<file path="src/ltmc_pkg.sv">
// What this block does
// - Regulator enable high except in power-down and power-on reset.
// - Power-down: transmitter, regulator off, wake logic on.
// - Power-down wakes to ready on activity/select, or on wake if HAS_FAULT_PIN is 0.
// - Select held high: ready advances once supplies stable.
// - Activity needs bus low beyond debounce time.
// - Ready: regulator on, receiver on, transmitter off.
// - After power-on: ready while select low, operation high.
// - Transmit low at select rise: transmitter off.
// - Operation: all on; select fall to power-down.
// - Operation faults force transmitter off state.
// - External low on fault pin forces transmitter off.
// - Transmitter off: select fall powers down, else recovers.
// - Recovery also needs transmit input high.
// - Power-on reset samples select: ready or operation.
// - Over-temperature disables driver, recovers automatically.
// - Bus dominant while transmit low; receive follows bus.
// - Transmit low past 10ms: release, transmitter off.
// - Fault pin low on overheat or stuck-high bus.
// - Disabled transmitter sees internal transmit as one.
package ltmc_pkg;
    localparam int CLK_MHZ = 200;
    localparam int DOM_TIMEOUT_MS = 10;
    localparam int DOM_TIMEOUT_CYC = DOM_TIMEOUT_MS * 1000 * CLK_MHZ;
    localparam int FAULT_DELAY_US = 25;
    localparam int FAULT_DELAY_CYC = FAULT_DELAY_US * CLK_MHZ;
    localparam int DEBOUNCE_CYC = 64;
    localparam int SUPPLY_CYC = 128;
    localparam int CNT_W = 32;

    typedef enum logic [2:0] {
        MODE_POR,
        MODE_READY,
        MODE_OPERATION,
        MODE_POWER_DOWN,
        MODE_TX_OFF
    } ltmc_mode_t;

    // Pins sampled through the synchroniser
    typedef struct packed {
        logic tx_data;
        logic select;
        logic wake_n;
        logic fault_in;
        logic bus_line;
        logic over_temp;
    } ltmc_pins_t;
endpackage

</file>
<file path="src/ltmc_buf.sv">
`timescale 1ns/1ps
`default_nettype none
// Two-entry skid buffer
module ltmc_buf #(
    parameter int WIDTH = 1
) (
    input wire logic clock_i,
    input wire logic reset_n_i,
    input wire logic in_valid_i,
    output logic in_ready_o,
    input wire logic [WIDTH-1:0] in_data_i,
    output logic out_valid_o,
    input wire logic out_ready_i,
    output logic [WIDTH-1:0] out_data_o
);
    logic [WIDTH-1:0] mem [2];
    logic wr_ptr;
    logic rd_ptr;
    logic [1:0] count;
    logic push;
    logic pop;

    assign in_ready_o = (count != 2'h2);
    assign out_valid_o = (count != 2'h0);
    assign out_data_o = mem[rd_ptr];
    assign push = in_valid_i && in_ready_o;
    assign pop = out_valid_o && out_ready_i;

    always_ff @(posedge clock_i or negedge reset_n_i) begin
        if (!reset_n_i) begin
            mem[0] <= '0;
            mem[1] <= '0;
        end else if (push) begin
            mem[wr_ptr] <= in_data_i;
        end
    end

    always_ff @(posedge clock_i or negedge reset_n_i) begin
        if (!reset_n_i) begin
            wr_ptr <= 1'b0;
            rd_ptr <= 1'b0;
            count <= 2'h0;
        end else begin
            if (push) wr_ptr <= ~wr_ptr;
            if (pop) rd_ptr <= ~rd_ptr;
            count <= count + {1'b0, push} - {1'b0, pop};
        end
    end
endmodule
`default_nettype wire

</file>
<file path="src/ltmc_top.sv">
`timescale 1ns/1ps
`default_nettype none
module ltmc_top #(
    parameter int DEBOUNCE_CYC = ltmc_pkg::DEBOUNCE_CYC,
    parameter int SUPPLY_CYC = ltmc_pkg::SUPPLY_CYC,
    parameter int DOM_TIMEOUT_CYC = ltmc_pkg::DOM_TIMEOUT_CYC,
    parameter int FAULT_DELAY_CYC = ltmc_pkg::FAULT_DELAY_CYC,
    parameter bit HAS_FAULT_PIN = 1'b1
) (
    input wire logic clock_i,
    input wire logic reset_n_i,
    input wire logic tx_data_i,
    input wire logic select_i,
    input wire logic wake_n_i,
    input wire logic fault_tx_enable_n_i,
    output logic fault_tx_enable_n_o,
    output logic fault_tx_enable_n_oe_o,
    input wire logic bus_line_i,
    output logic bus_line_o,
    output logic bus_line_oe_o,
    input wire logic over_temp_i,
    output logic rx_data_o,
    input wire logic rx_ready_i,
    output logic rx_valid_o,
    output logic regulator_enable_o,
    output logic receiver_on_o,
    output logic transmitter_on_o,
    output logic [2:0] mode_o
);
    localparam int CW = ltmc_pkg::CNT_W;

    ltmc_pkg::ltmc_pins_t raw;
    ltmc_pkg::ltmc_pins_t sync1;
    ltmc_pkg::ltmc_pins_t pin;
    ltmc_pkg::ltmc_pins_t pin_d;
    ltmc_pkg::ltmc_mode_t mode;
    ltmc_pkg::ltmc_mode_t next_mode;
    logic [CW-1:0] deb_cnt;
    logic [CW-1:0] sup_cnt;
    logic [CW-1:0] dom_cnt;
    logic [CW-1:0] flt_cnt;
    logic activity;
    logic supply_ok;
    logic dom_expired;
    logic contention;
    logic fault_any;
    logic select_rise;
    logic select_fall;
    logic wake_fall;
    logic tx_rise;
    logic tx_enabled;
    logic tx_int;
    logic buf_in_ready;
    logic buf_out_valid;
    logic buf_out_data;
    logic rx_prev;
    // Marks when the synchroniser holds real pin values after reset
    logic [1:0] sync_fill;

    assign raw = '{tx_data: tx_data_i, select: select_i, wake_n: wake_n_i,
                   fault_in: fault_tx_enable_n_i, bus_line: bus_line_i,
                   over_temp: over_temp_i};

    // Two-stage synchroniser, then a history stage for edges
    always_ff @(posedge clock_i or negedge reset_n_i) begin
        if (!reset_n_i) begin
            sync1 <= '{tx_data: 1'b1, select: 1'b0, wake_n: 1'b1,
                       fault_in: 1'b1, bus_line: 1'b1, over_temp: 1'b0};
            pin <= '{tx_data: 1'b1, select: 1'b0, wake_n: 1'b1,
                     fault_in: 1'b1, bus_line: 1'b1, over_temp: 1'b0};
            pin_d <= '{tx_data: 1'b1, select: 1'b0, wake_n: 1'b1,
                       fault_in: 1'b1, bus_line: 1'b1, over_temp: 1'b0};
            sync_fill <= 2'h0;
        end else begin
            sync_fill <= {sync_fill[0], 1'b1};
            sync1 <= raw;
            pin <= sync1;
            pin_d <= pin;
        end
    end

    assign select_rise = pin.select && !pin_d.select;
    assign select_fall = !pin.select && pin_d.select;
    assign wake_fall = !pin.wake_n && pin_d.wake_n;
    assign tx_rise = pin.tx_data && !pin_d.tx_data;

    // Bus activity debounce
    always_ff @(posedge clock_i or negedge reset_n_i) begin
        if (!reset_n_i) begin
            deb_cnt <= '0;
        end else if (pin.bus_line) begin
            deb_cnt <= '0;
        end else if (deb_cnt <= CW'(DEBOUNCE_CYC)) begin
            deb_cnt <= deb_cnt + CW'(1);
        end
    end
    assign activity = (deb_cnt > CW'(DEBOUNCE_CYC));

    // Supply-stable delay, restarted on leaving power-down or reset
    always_ff @(posedge clock_i or negedge reset_n_i) begin
        if (!reset_n_i) begin
            sup_cnt <= '0;
        end else if (mode == ltmc_pkg::MODE_POWER_DOWN) begin
            sup_cnt <= '0;
        end else if (sup_cnt < CW'(SUPPLY_CYC)) begin
            sup_cnt <= sup_cnt + CW'(1);
        end
    end
    assign supply_ok = (sup_cnt >= CW'(SUPPLY_CYC));

    // Dominant timeout: latched until next transmit rising edge
    always_ff @(posedge clock_i or negedge reset_n_i) begin
        if (!reset_n_i) begin
            dom_cnt <= '0;
            dom_expired <= 1'b0;
        end else begin
            if (pin.tx_data || mode != ltmc_pkg::MODE_OPERATION) begin
                dom_cnt <= '0;
            end else if (dom_cnt < CW'(DOM_TIMEOUT_CYC)) begin
                dom_cnt <= dom_cnt + CW'(1);
            end
            if (dom_cnt >= CW'(DOM_TIMEOUT_CYC) && !pin.tx_data) begin
                dom_expired <= 1'b1;
            end else if (tx_rise) begin
                dom_expired <= 1'b0;
            end
        end
    end

    // Stuck-recessive bus check after transmit falls
    always_ff @(posedge clock_i or negedge reset_n_i) begin
        if (!reset_n_i) begin
            flt_cnt <= '0;
            contention <= 1'b0;
        end else begin
            if (pin.tx_data || !tx_enabled) begin
                flt_cnt <= '0;
            end else if (flt_cnt < CW'(FAULT_DELAY_CYC)) begin
                flt_cnt <= flt_cnt + CW'(1);
            end
            if (flt_cnt >= CW'(FAULT_DELAY_CYC) && !pin.tx_data
                && pin.bus_line) begin
                contention <= 1'b1;
            end else if (pin.tx_data) begin
                contention <= 1'b0;
            end
        end
    end

    assign fault_any = pin.over_temp || contention || dom_expired;

    always_comb begin
        next_mode = mode;
        case (mode)
            ltmc_pkg::MODE_POR: begin
                // Decide only once select has crossed the synchroniser
                if (sync_fill[1]) begin
                    if (pin.select)
                        next_mode = ltmc_pkg::MODE_OPERATION;
                    else
                        next_mode = ltmc_pkg::MODE_READY;
                end
            end
            ltmc_pkg::MODE_READY: begin
                if (pin.select && supply_ok) begin
                    if (!pin.tx_data)
                        next_mode = ltmc_pkg::MODE_TX_OFF;
                    else
                        next_mode = ltmc_pkg::MODE_OPERATION;
                end
            end
            ltmc_pkg::MODE_OPERATION: begin
                if (select_fall)
                    next_mode = ltmc_pkg::MODE_POWER_DOWN;
                else if (fault_any)
                    next_mode = ltmc_pkg::MODE_TX_OFF;
                else if (HAS_FAULT_PIN && !pin.fault_in && !fault_tx_enable_n_oe_o)
                    next_mode = ltmc_pkg::MODE_TX_OFF;
            end
            ltmc_pkg::MODE_TX_OFF: begin
                if (select_fall)
                    next_mode = ltmc_pkg::MODE_POWER_DOWN;
                else if (!fault_any && pin.tx_data && pin.select
                         && (!HAS_FAULT_PIN || pin.fault_in))
                    next_mode = ltmc_pkg::MODE_OPERATION;
            end
            ltmc_pkg::MODE_POWER_DOWN: begin
                if (activity || pin.select || (!HAS_FAULT_PIN && wake_fall))
                    next_mode = ltmc_pkg::MODE_READY;
            end
            default: next_mode = ltmc_pkg::MODE_POR;
        endcase
    end

    always_ff @(posedge clock_i or negedge reset_n_i) begin
        if (!reset_n_i) mode <= ltmc_pkg::MODE_POR;
        else mode <= next_mode;
    end

    assign tx_enabled = (mode == ltmc_pkg::MODE_OPERATION) && !fault_any;
    assign tx_int = tx_enabled ? pin.tx_data : 1'b1;

    // Receive path through the buffer
    always_ff @(posedge clock_i or negedge reset_n_i) begin
        if (!reset_n_i) rx_prev <= 1'b1;
        else if (buf_in_ready) rx_prev <= pin.bus_line;
    end

    ltmc_buf #(.WIDTH(1)) u_buf (
        .clock_i(clock_i),
        .reset_n_i(reset_n_i),
        .in_valid_i(pin.bus_line != rx_prev),
        .in_ready_o(buf_in_ready),
        .in_data_i(pin.bus_line),
        .out_valid_o(buf_out_valid),
        .out_ready_i(rx_ready_i),
        .out_data_o(buf_out_data)
    );

    always_ff @(posedge clock_i or negedge reset_n_i) begin
        if (!reset_n_i) begin
            rx_data_o <= 1'b1;
            rx_valid_o <= 1'b0;
        end else begin
            rx_valid_o <= buf_out_valid;
            if (buf_out_valid && rx_ready_i) rx_data_o <= buf_out_data;
        end
    end

    always_ff @(posedge clock_i or negedge reset_n_i) begin
        if (!reset_n_i) begin
            bus_line_o <= 1'b0;
            bus_line_oe_o <= 1'b0;
        end else begin
            bus_line_o <= 1'b0;
            bus_line_oe_o <= !tx_int;
        end
    end

    always_ff @(posedge clock_i or negedge reset_n_i) begin
        if (!reset_n_i) begin
            fault_tx_enable_n_o <= 1'b0;
            fault_tx_enable_n_oe_o <= 1'b0;
        end else begin
            fault_tx_enable_n_o <= 1'b0;
            fault_tx_enable_n_oe_o <= HAS_FAULT_PIN
                && (pin.over_temp || contention);
        end
    end

    always_ff @(posedge clock_i or negedge reset_n_i) begin
        if (!reset_n_i) begin
            regulator_enable_o <= 1'b0;
            receiver_on_o <= 1'b0;
            transmitter_on_o <= 1'b0;
            mode_o <= 3'h0;
        end else begin
            regulator_enable_o <= next_mode != ltmc_pkg::MODE_POWER_DOWN
                && next_mode != ltmc_pkg::MODE_POR;
            receiver_on_o <= next_mode != ltmc_pkg::MODE_POR;
            transmitter_on_o <= next_mode == ltmc_pkg::MODE_OPERATION;
            mode_o <= next_mode;
        end
    end
endmodule
`default_nettype wire

</file>
<file path="config.mk">
export PLATFORM = sky130hd
export DESIGN_NAME = ltmc_top
export DESIGN_NICKNAME = d
export VERILOG_FILES = /design/src/ltmc_pkg.sv /design/src/ltmc_buf.sv /design/src/ltmc_top.sv
export SDC_FILE = /design/constraint.sdc
export NUM_CORES = 1
export LEC_CHECK = 0
export ABC_AREA = 1
export BUFFER_PORTS_ARGS = -buffer_cell sky130_fd_sc_hd__buf_4
export CAP_MARGIN = 30
export CORE_ASPECT_RATIO = 1.1
export CORE_UTILIZATION = 30
export CTS_CLUSTER_DIAMETER = 40
export DETAILED_ROUTE_END_ITERATION = 8
export GPL_TIMING_DRIVEN = 0
export PLACE_DENSITY = 0.52
export SKIP_LAST_GASP = 1
export SYNTH_ARGS = -nofsm -noshare
export SYNTH_HDL_FRONTEND = slang
export SYNTH_SLANG_ARGS = --single-unit
export TNS_END_PERCENT = 30
</file>
<file path="constraint.sdc">
create_clock -name clock_i -period 1.86 [get_ports clock_i]
set_clock_uncertainty 0.2 [all_clocks]
set_input_delay 0.093 -clock clock_i [delete_from_list [all_inputs] [get_ports clock_i]]
set_output_delay 0.093 -clock clock_i [all_outputs]
set_load 0.05 [all_outputs]
</file>
==> impl_metrics.json, run 1 <==
{
  "hp-start": "bus_line_i",
  "cp.arrival_ps": 2000,
  "io_buffers": 17,
  "critical_path_required_ps": 1980,
  "grt_pass1_vias": 4924,
  "p_clk_share_pct": 38.4,
  "timing.hold.ws_ps": 109,
  "holdPathEnd": "sync1[1]",
  "report.final.slew_viol_count": 0,
  "start_kind": "flop",
  "yosysUniqueCellTypes": 33,
  "wl_mm": 13.7,
  "rsz0062_at_grt": "yes",
  "p_sw_mw": 2.69,
  "p_int_mw": 6.17,
  "whs_path_depth": 2,
  "violations": "setup timing",
  "dp.cells": 1175,
  "dr.pass1.iters": 5,
  "ys_seq_area_share_pct": 56.4,
  "criticalPathCategory": "reg2reg",
  "synth_seq_cells": 161,
  "clk_path_buf_depth": 2,
  "clk_pin_slew_worst_paths_ps": 70,
  "power.share.combinational_pct": 17.0,
  "r2r_slack_ps": -20,
  "p_sw_share_pct": 30.4,
  "dieArea_mm2": 0.0245,
  "synth.avg_cell_area_um2": 8.36,
  "nNetsFinal": 946,
  "groute.usage.overall_pct": 11.8,
  "rows": 58,
  "wl_per_cell_um": 11.1,
  "hpwl_mm": 8.88,
  "setup_viol": 5,
  "worstPathMaxFanout": 6,
  "syn_area_mm2": 0.00716,
  "tightestPinTransition_ps": 589,
  "final_common_cell": "nor2_1",
  "viasPerCell": 4.30,
  "place_ws_ps": -278,
  "p_leak_nw": 4.15,
  "antenna_cells": 0,
  "setup_slack_ps": -17.4,
  "period_needed_ps": 1880,
  "reg2reg_to": "dom_cnt[23]",
  "hold_viol": 0,
  "maxSlewHeadroom_pct": 60.8,
  "ys_warn_count": 0,
  "ant_nets": 0,
  "pwr-share-seq_pct": 44.6,
  "grt_antenna_before_repair": 0,
  "initial_utilization_pct": 30.9,
  "fp.dieW_um": 149,
  "endpoint_kind": "flop",
  "core-area_mm2": 0.0231,
  "layout.cells.non_filler": 1240,
  "max_cap_viol_count": 0,
  "drive_gt1_share_pct": 18.8,
  "rr_startpoint": "dom_cnt[17]",
  "synthCells": 856,
  "die_height_um": 164,
  "drtIter0Drc": 291,
  "final_cell_mix": "nor2_1, dfrtp_1, nand2_1",
  "place_congestion": 0.767,
  "hp-class": "in2reg",
  "cts_num_sinks": 161,
  "drc": 0,
  "grt_pass1_wl_mm": 22.8,
  "io_pins": 21,
  "cts_root_buffer": "clkbuf_16",
  "ff2ff_path_depth": 10,
  "grt_max_degree": 117,
  "ir_drop_mv": 0.667,
  "max_freq_mhz": 533,
  "post-route-period-util_pct": 101,
  "cts_buffers": 17,
  "outcome": "finished, violations left",
  "clk_latency_ps": 430,
  "cts_tree": "built",
  "power.density_mw_per_mm2": 989,
  "htree_levels": 4,
  "area_delta_synth_final_pct": 25.1,
  "vias": 5337,
  "finish.utilization_pct": 38.7,
  "grt_overflow": 0
}
-- power groups by stage --
stage          Combinational, mW  Clock (mW)  Sequential, mW
6_report                    1.51        3.40            3.95
5_1_grt                     1.71        3.64            3.98
4_1_cts                     1.48        3.49            3.95
3_5_place_dp                1.46           0            4.02
3_3_place_gp                1.43           0            4.01
2_1_floorplan              0.774           0            4.26
-- cell usage after synthesis, drive strengths merged --
library cell	number	area (um^2)
conb	2	7.51
a21o	1	7.51
nand4	10	62.6
clkbuf	7	26.3
buf	9	62.6
a21oi	16	80.1
xor2	21	184
nand3b	1	7.51
ha	10	125
nand3	48	253
dfstp	9	236
o21a	1	7.51
o21ai	32	160
inv	149	564
o31ai	4	30.0
dfrtp	152	3800
xnor2	4	35.0
nor3b	1	7.51
clkinv	1	3.75
a31oi	1	6.26
nor3	21	105
nor4	2	12.5
nand2	162	611
nor2	192	761
-- state kept, by name (all words and copies together), names as in the netlist --
register and count:
pin_d 2, flt_cnt 32, sup_cnt 32, fault_tx_enable_n_oe_o 1
bus_line_oe_o 1, regulator_enable_o 1, sync1 5, transmitter_on_o 1
deb_cnt 32, pin 5, rx_valid_o 1, u_buf.rd_ptr 1
dom_cnt 32, u_buf.wr_ptr 1, sync_fill 2, rx_prev 1
rx_data_o 1, u_buf.count 2, receiver_on_o 1, u_buf.mem 2
mode_o 3, dom_expired 1, contention 1
-- routing by layer --
layer	share of wire (%)	global-route usage (%)	routed length, um	vias to the layer above
met2	47	19.0	6470	62
met4	2.1	5.75	284	0
met3	2.4	2.42	331	22
met5	0	0	0	-
met1	48	14.9	6630	2508
li1	-	-	-	2745
-- worst max-delay path, stage by stage (launching register included) --
cell and delay (ps):
dfrtp_1 390, inv_2 100, nor2_1 70, nand2_1 90, nor2_1 60, nor3_2 260, nand2_4 120, nand2_8 140
buf_12 160, clkbuf_16 150, nor2_2 30
-- kinds of logic after synthesis --
| group | count (synthesis) | share of synthesized area [%] |
|---|---|---|
| AO/OA/AOI/OAI | 55 | 4.07 |
| AND/OR/NAND/NOR | 437 | 25.4 |
| flip-flops | 161 | 56.4 |
| adder cells (fa/ha/maj) | 10 | 1.75 |
| XOR/XNOR | 25 | 3.06 |
| buffers and inverters | 166 | 9.17 |
| other | 2 | 0.105 |
-- how the worst max path moves through the flow --
stage                      startpoint     endpoint  slack, ps  cells past startpoint
after global routing       dom_cnt[8]  dom_cnt[23]       -160                     11
after floorplan             mode_o[2]  flt_cnt[12]         40                      8
after detailed placement   dom_cnt[0]  dom_cnt[10]       -280                      9
after global placement      reset_n_i    mode_o[0]       -620                      1
after CTS                   mode_o[2]   flt_cnt[0]       -110                      9
final                     dom_cnt[17]  dom_cnt[23]        -20                     10
-- cell type report --
cell class	count	area (um^2)
clock inverters	14	141
clock buffers	18	429
repair buffers	51	517
fillers	2310	14200
multi-input cells	530	2710
flip-flops and latches	161	4050
inverters	150	583
plain buffers	16	148
well taps	300	375
-- per-stage QoR --
step	total power, mW	area, um^2	TNS (ps)
after floorplan	5.04	7170	0
after global placement	5.45	7670	-71510
after detailed placement	5.48	7700	-5420
after CTS	8.93	8380	-3450
after global routing	9.33	8950	-11000
final	8.85	8950	-68.9
-- timing repair --
item	CTS	global route
endpoints found under the hold margin	159	0
setup endpoints to repair	72	230
hold buffers	8	0
resized for setup	8	117
pin swaps	0	22
gates cloned	0	4
buffers inserted	0	21
No activity file was read; power rests on OpenSTA's default activity.
==> run 2, diff against run 1 <==
--- a/config.mk
+++ b/config.mk
@@ -14,6 +14,7 @@
 export DETAILED_ROUTE_END_ITERATION = 8
 export GPL_TIMING_DRIVEN = 0
 export PLACE_DENSITY = 0.52
+export REMOVE_ABC_BUFFERS = 1
 export SKIP_LAST_GASP = 1
 export SYNTH_ARGS = -nofsm -noshare
 export SYNTH_HDL_FRONTEND = slang
==> impl_metrics.json, run 2 (synthesis results as in run 1) <==
{
  "outcome": "finished, violations left",
  "violations": "hold timing, setup timing",
  "hp-class": "in2async",
  "area_delta_synth_final_pct": 21.2,
  "dr.pass1.iters": 4,
  "maxSlewHeadroom_pct": 65.0,
  "power.density_mw_per_mm2": 1020,
  "period_needed_ps": 1920,
  "endpoint_kind": "flop",
  "hpwl_mm": 8.43,
  "place_ws_ps": -688,
  "setup_viol": 14,
  "max_freq_mhz": 520,
  "endpoint": "dom_cnt[1]",
  "final_cell_mix": "nor2_1, nand2_1, dfrtp_1",
  "p_leak_nw": 4.07,
  "grt_antenna_before_repair": 0,
  "cts_num_sinks": 161,
  "final_common_cell": "nor2_1",
  "start_kind": "flop",
  "cp.arrival_ps": 2030,
  "ant_nets": 0,
  "die_height_um": 164,
  "report.final.slew_viol_count": 0,
  "grt_pass1_vias": 5061,
  "io_buffers": 17,
  "dp.cells": 1160,
  "layout.cells.non_filler": 1230,
  "clk_path_buf_depth": 2,
  "hold_viol": 11,
  "fp.dieW_um": 149,
  "setup_slack_ps": -63.7,
  "nNetsFinal": 936,
  "htree_levels": 4,
  "max_cap_viol_count": 0,
  "cts_buffers": 17,
  "ir_drop_mv": 0.647,
  "drive_gt1_share_pct": 14.1,
  "finalPower_mw": 8.84,
  "drc": 0,
  "grt_pass1_wl_mm": 23.0,
  "timing.hold.ws_ps": -16.2,
  "cts_tree": "built",
  "post-route-period-util_pct": 103,
  "io_pins": 21,
  "criticalPathCategory": "reg2reg",
  "worstPathMaxFanout": 7,
  "clk_pin_slew_worst_paths_ps": 60,
  "grt_overflow": 0,
  "r2r_slack_ps": -60,
  "critPathLaunch": "dom_cnt[18]",
  "n_fill_cell": 2329,
  "initial_utilization_pct": 30.9,
  "grt_max_degree": 105,
  "antenna_cells": 0,
  "viasPerCell": 4.20,
  "critical_path_required_ps": 1970,
  "tightestPinTransition_ps": 526,
  "clk_latency_ps": 420,
  "cts_root_buffer": "clkbuf_16",
  "rr_startpoint": "dom_cnt[18]",
  "wl_per_cell_um": 10.8,
  "dieArea_mm2": 0.0245,
  "place_congestion": 0.780,
  "vias": 5171,
  "rsz0062_at_grt": "yes",
  "wl_mm": 13.2,
  "core-area_mm2": 0.0231,
  "rows": 58,
  "reg2reg_to": "dom_cnt[1]",
  "drtIter0Drc": 229,
  "groute.usage.overall_pct": 11.8,
  "ff2ff_path_depth": 11
}
run 2: worst min path at each step:
stage	startpoint	cells after the start	slack [ps]	endpoint
2_1_floorplan	reset_n_i	0	-400	bus_line_oe_o
5_1_grt	reset_n_i	2	30	flt_cnt[16]
3_5_place_dp	reset_n_i	1	-150	flt_cnt[18]
6_report	reset_n_i	2	-20	flt_cnt[16]
3_3_place_gp	bus_line_i	1	3	sync1[1]
4_1_cts	reset_n_i	2	2	flt_cnt[23]
run 2: cell type report:
class | instances | area [um^2] | area share [%]
clock inverter | 8 | 78.8 | 0.908
inverter | 150 | 579 | 6.68
timing repair inverter | 1 | 7.51 | 0.0865
timing repair buffer | 56 | 513 | 5.91
tap | 300 | 375 | 4.33
sequential | 161 | 4050 | 46.6
multi-input combinational | 530 | 2580 | 29.7
clock buffer | 24 | 502 | 5.78
run 2: report_power, final:
part           internal [mW]  total [mW]  switching [mW]
Sequential              3.79        3.94           0.155
Combinational          0.473        1.52            1.05
Clock                   2.02        3.37            1.36
Total                   6.28        8.84            2.56
run 2: worst max-delay path: stages (launching register included):
cell        delay [ps]
dfrtp_1            400
nand2_1             90
nor2_2              50
nand2_2             80
nor2_2              50
nor3_2             230
nand2_2            110
nand2_4            110
buf_16             140
clkinvlp_4         180
nand2_1            120
nand2_1             60
run 2: per-stage QoR:
stage                     hold slack, ps  setup TNS, ps  cell area [um^2]  util (%)
after floorplan                     -403         -13330              7070         -
after global placement              2.86         -97430              7580      32.7
after detailed placement            -154         -17710              7640      33.0
after CTS                           2.39           -306              8490      36.7
after global routing                33.7          -3170              8680      37.5
final                              -16.2           -431              8680      37.5
run 2: what timing repair did:
item | CTS | global route
hold buffers | 8 | 0
setup endpoints to repair | 63 | 88
endpoints found under the hold margin | 160 | 0
pin swaps | 10 | 20
gates resized for setup | 19 | 28
cloned | 2 | 0
buffers inserted | 14 | 14
run 2: metal layers:
layer | part of all wire (%) | vias to the layer above | track usage (%)
met1 | 51 | 2394 | 15.7
met3 | 2.1 | 20 | 2.25
met4 | 1.8 | 0 | 5.38
li1 | - | 2713 | -
met2 | 45 | 44 | 18.5
met5 | 0 | - | 0
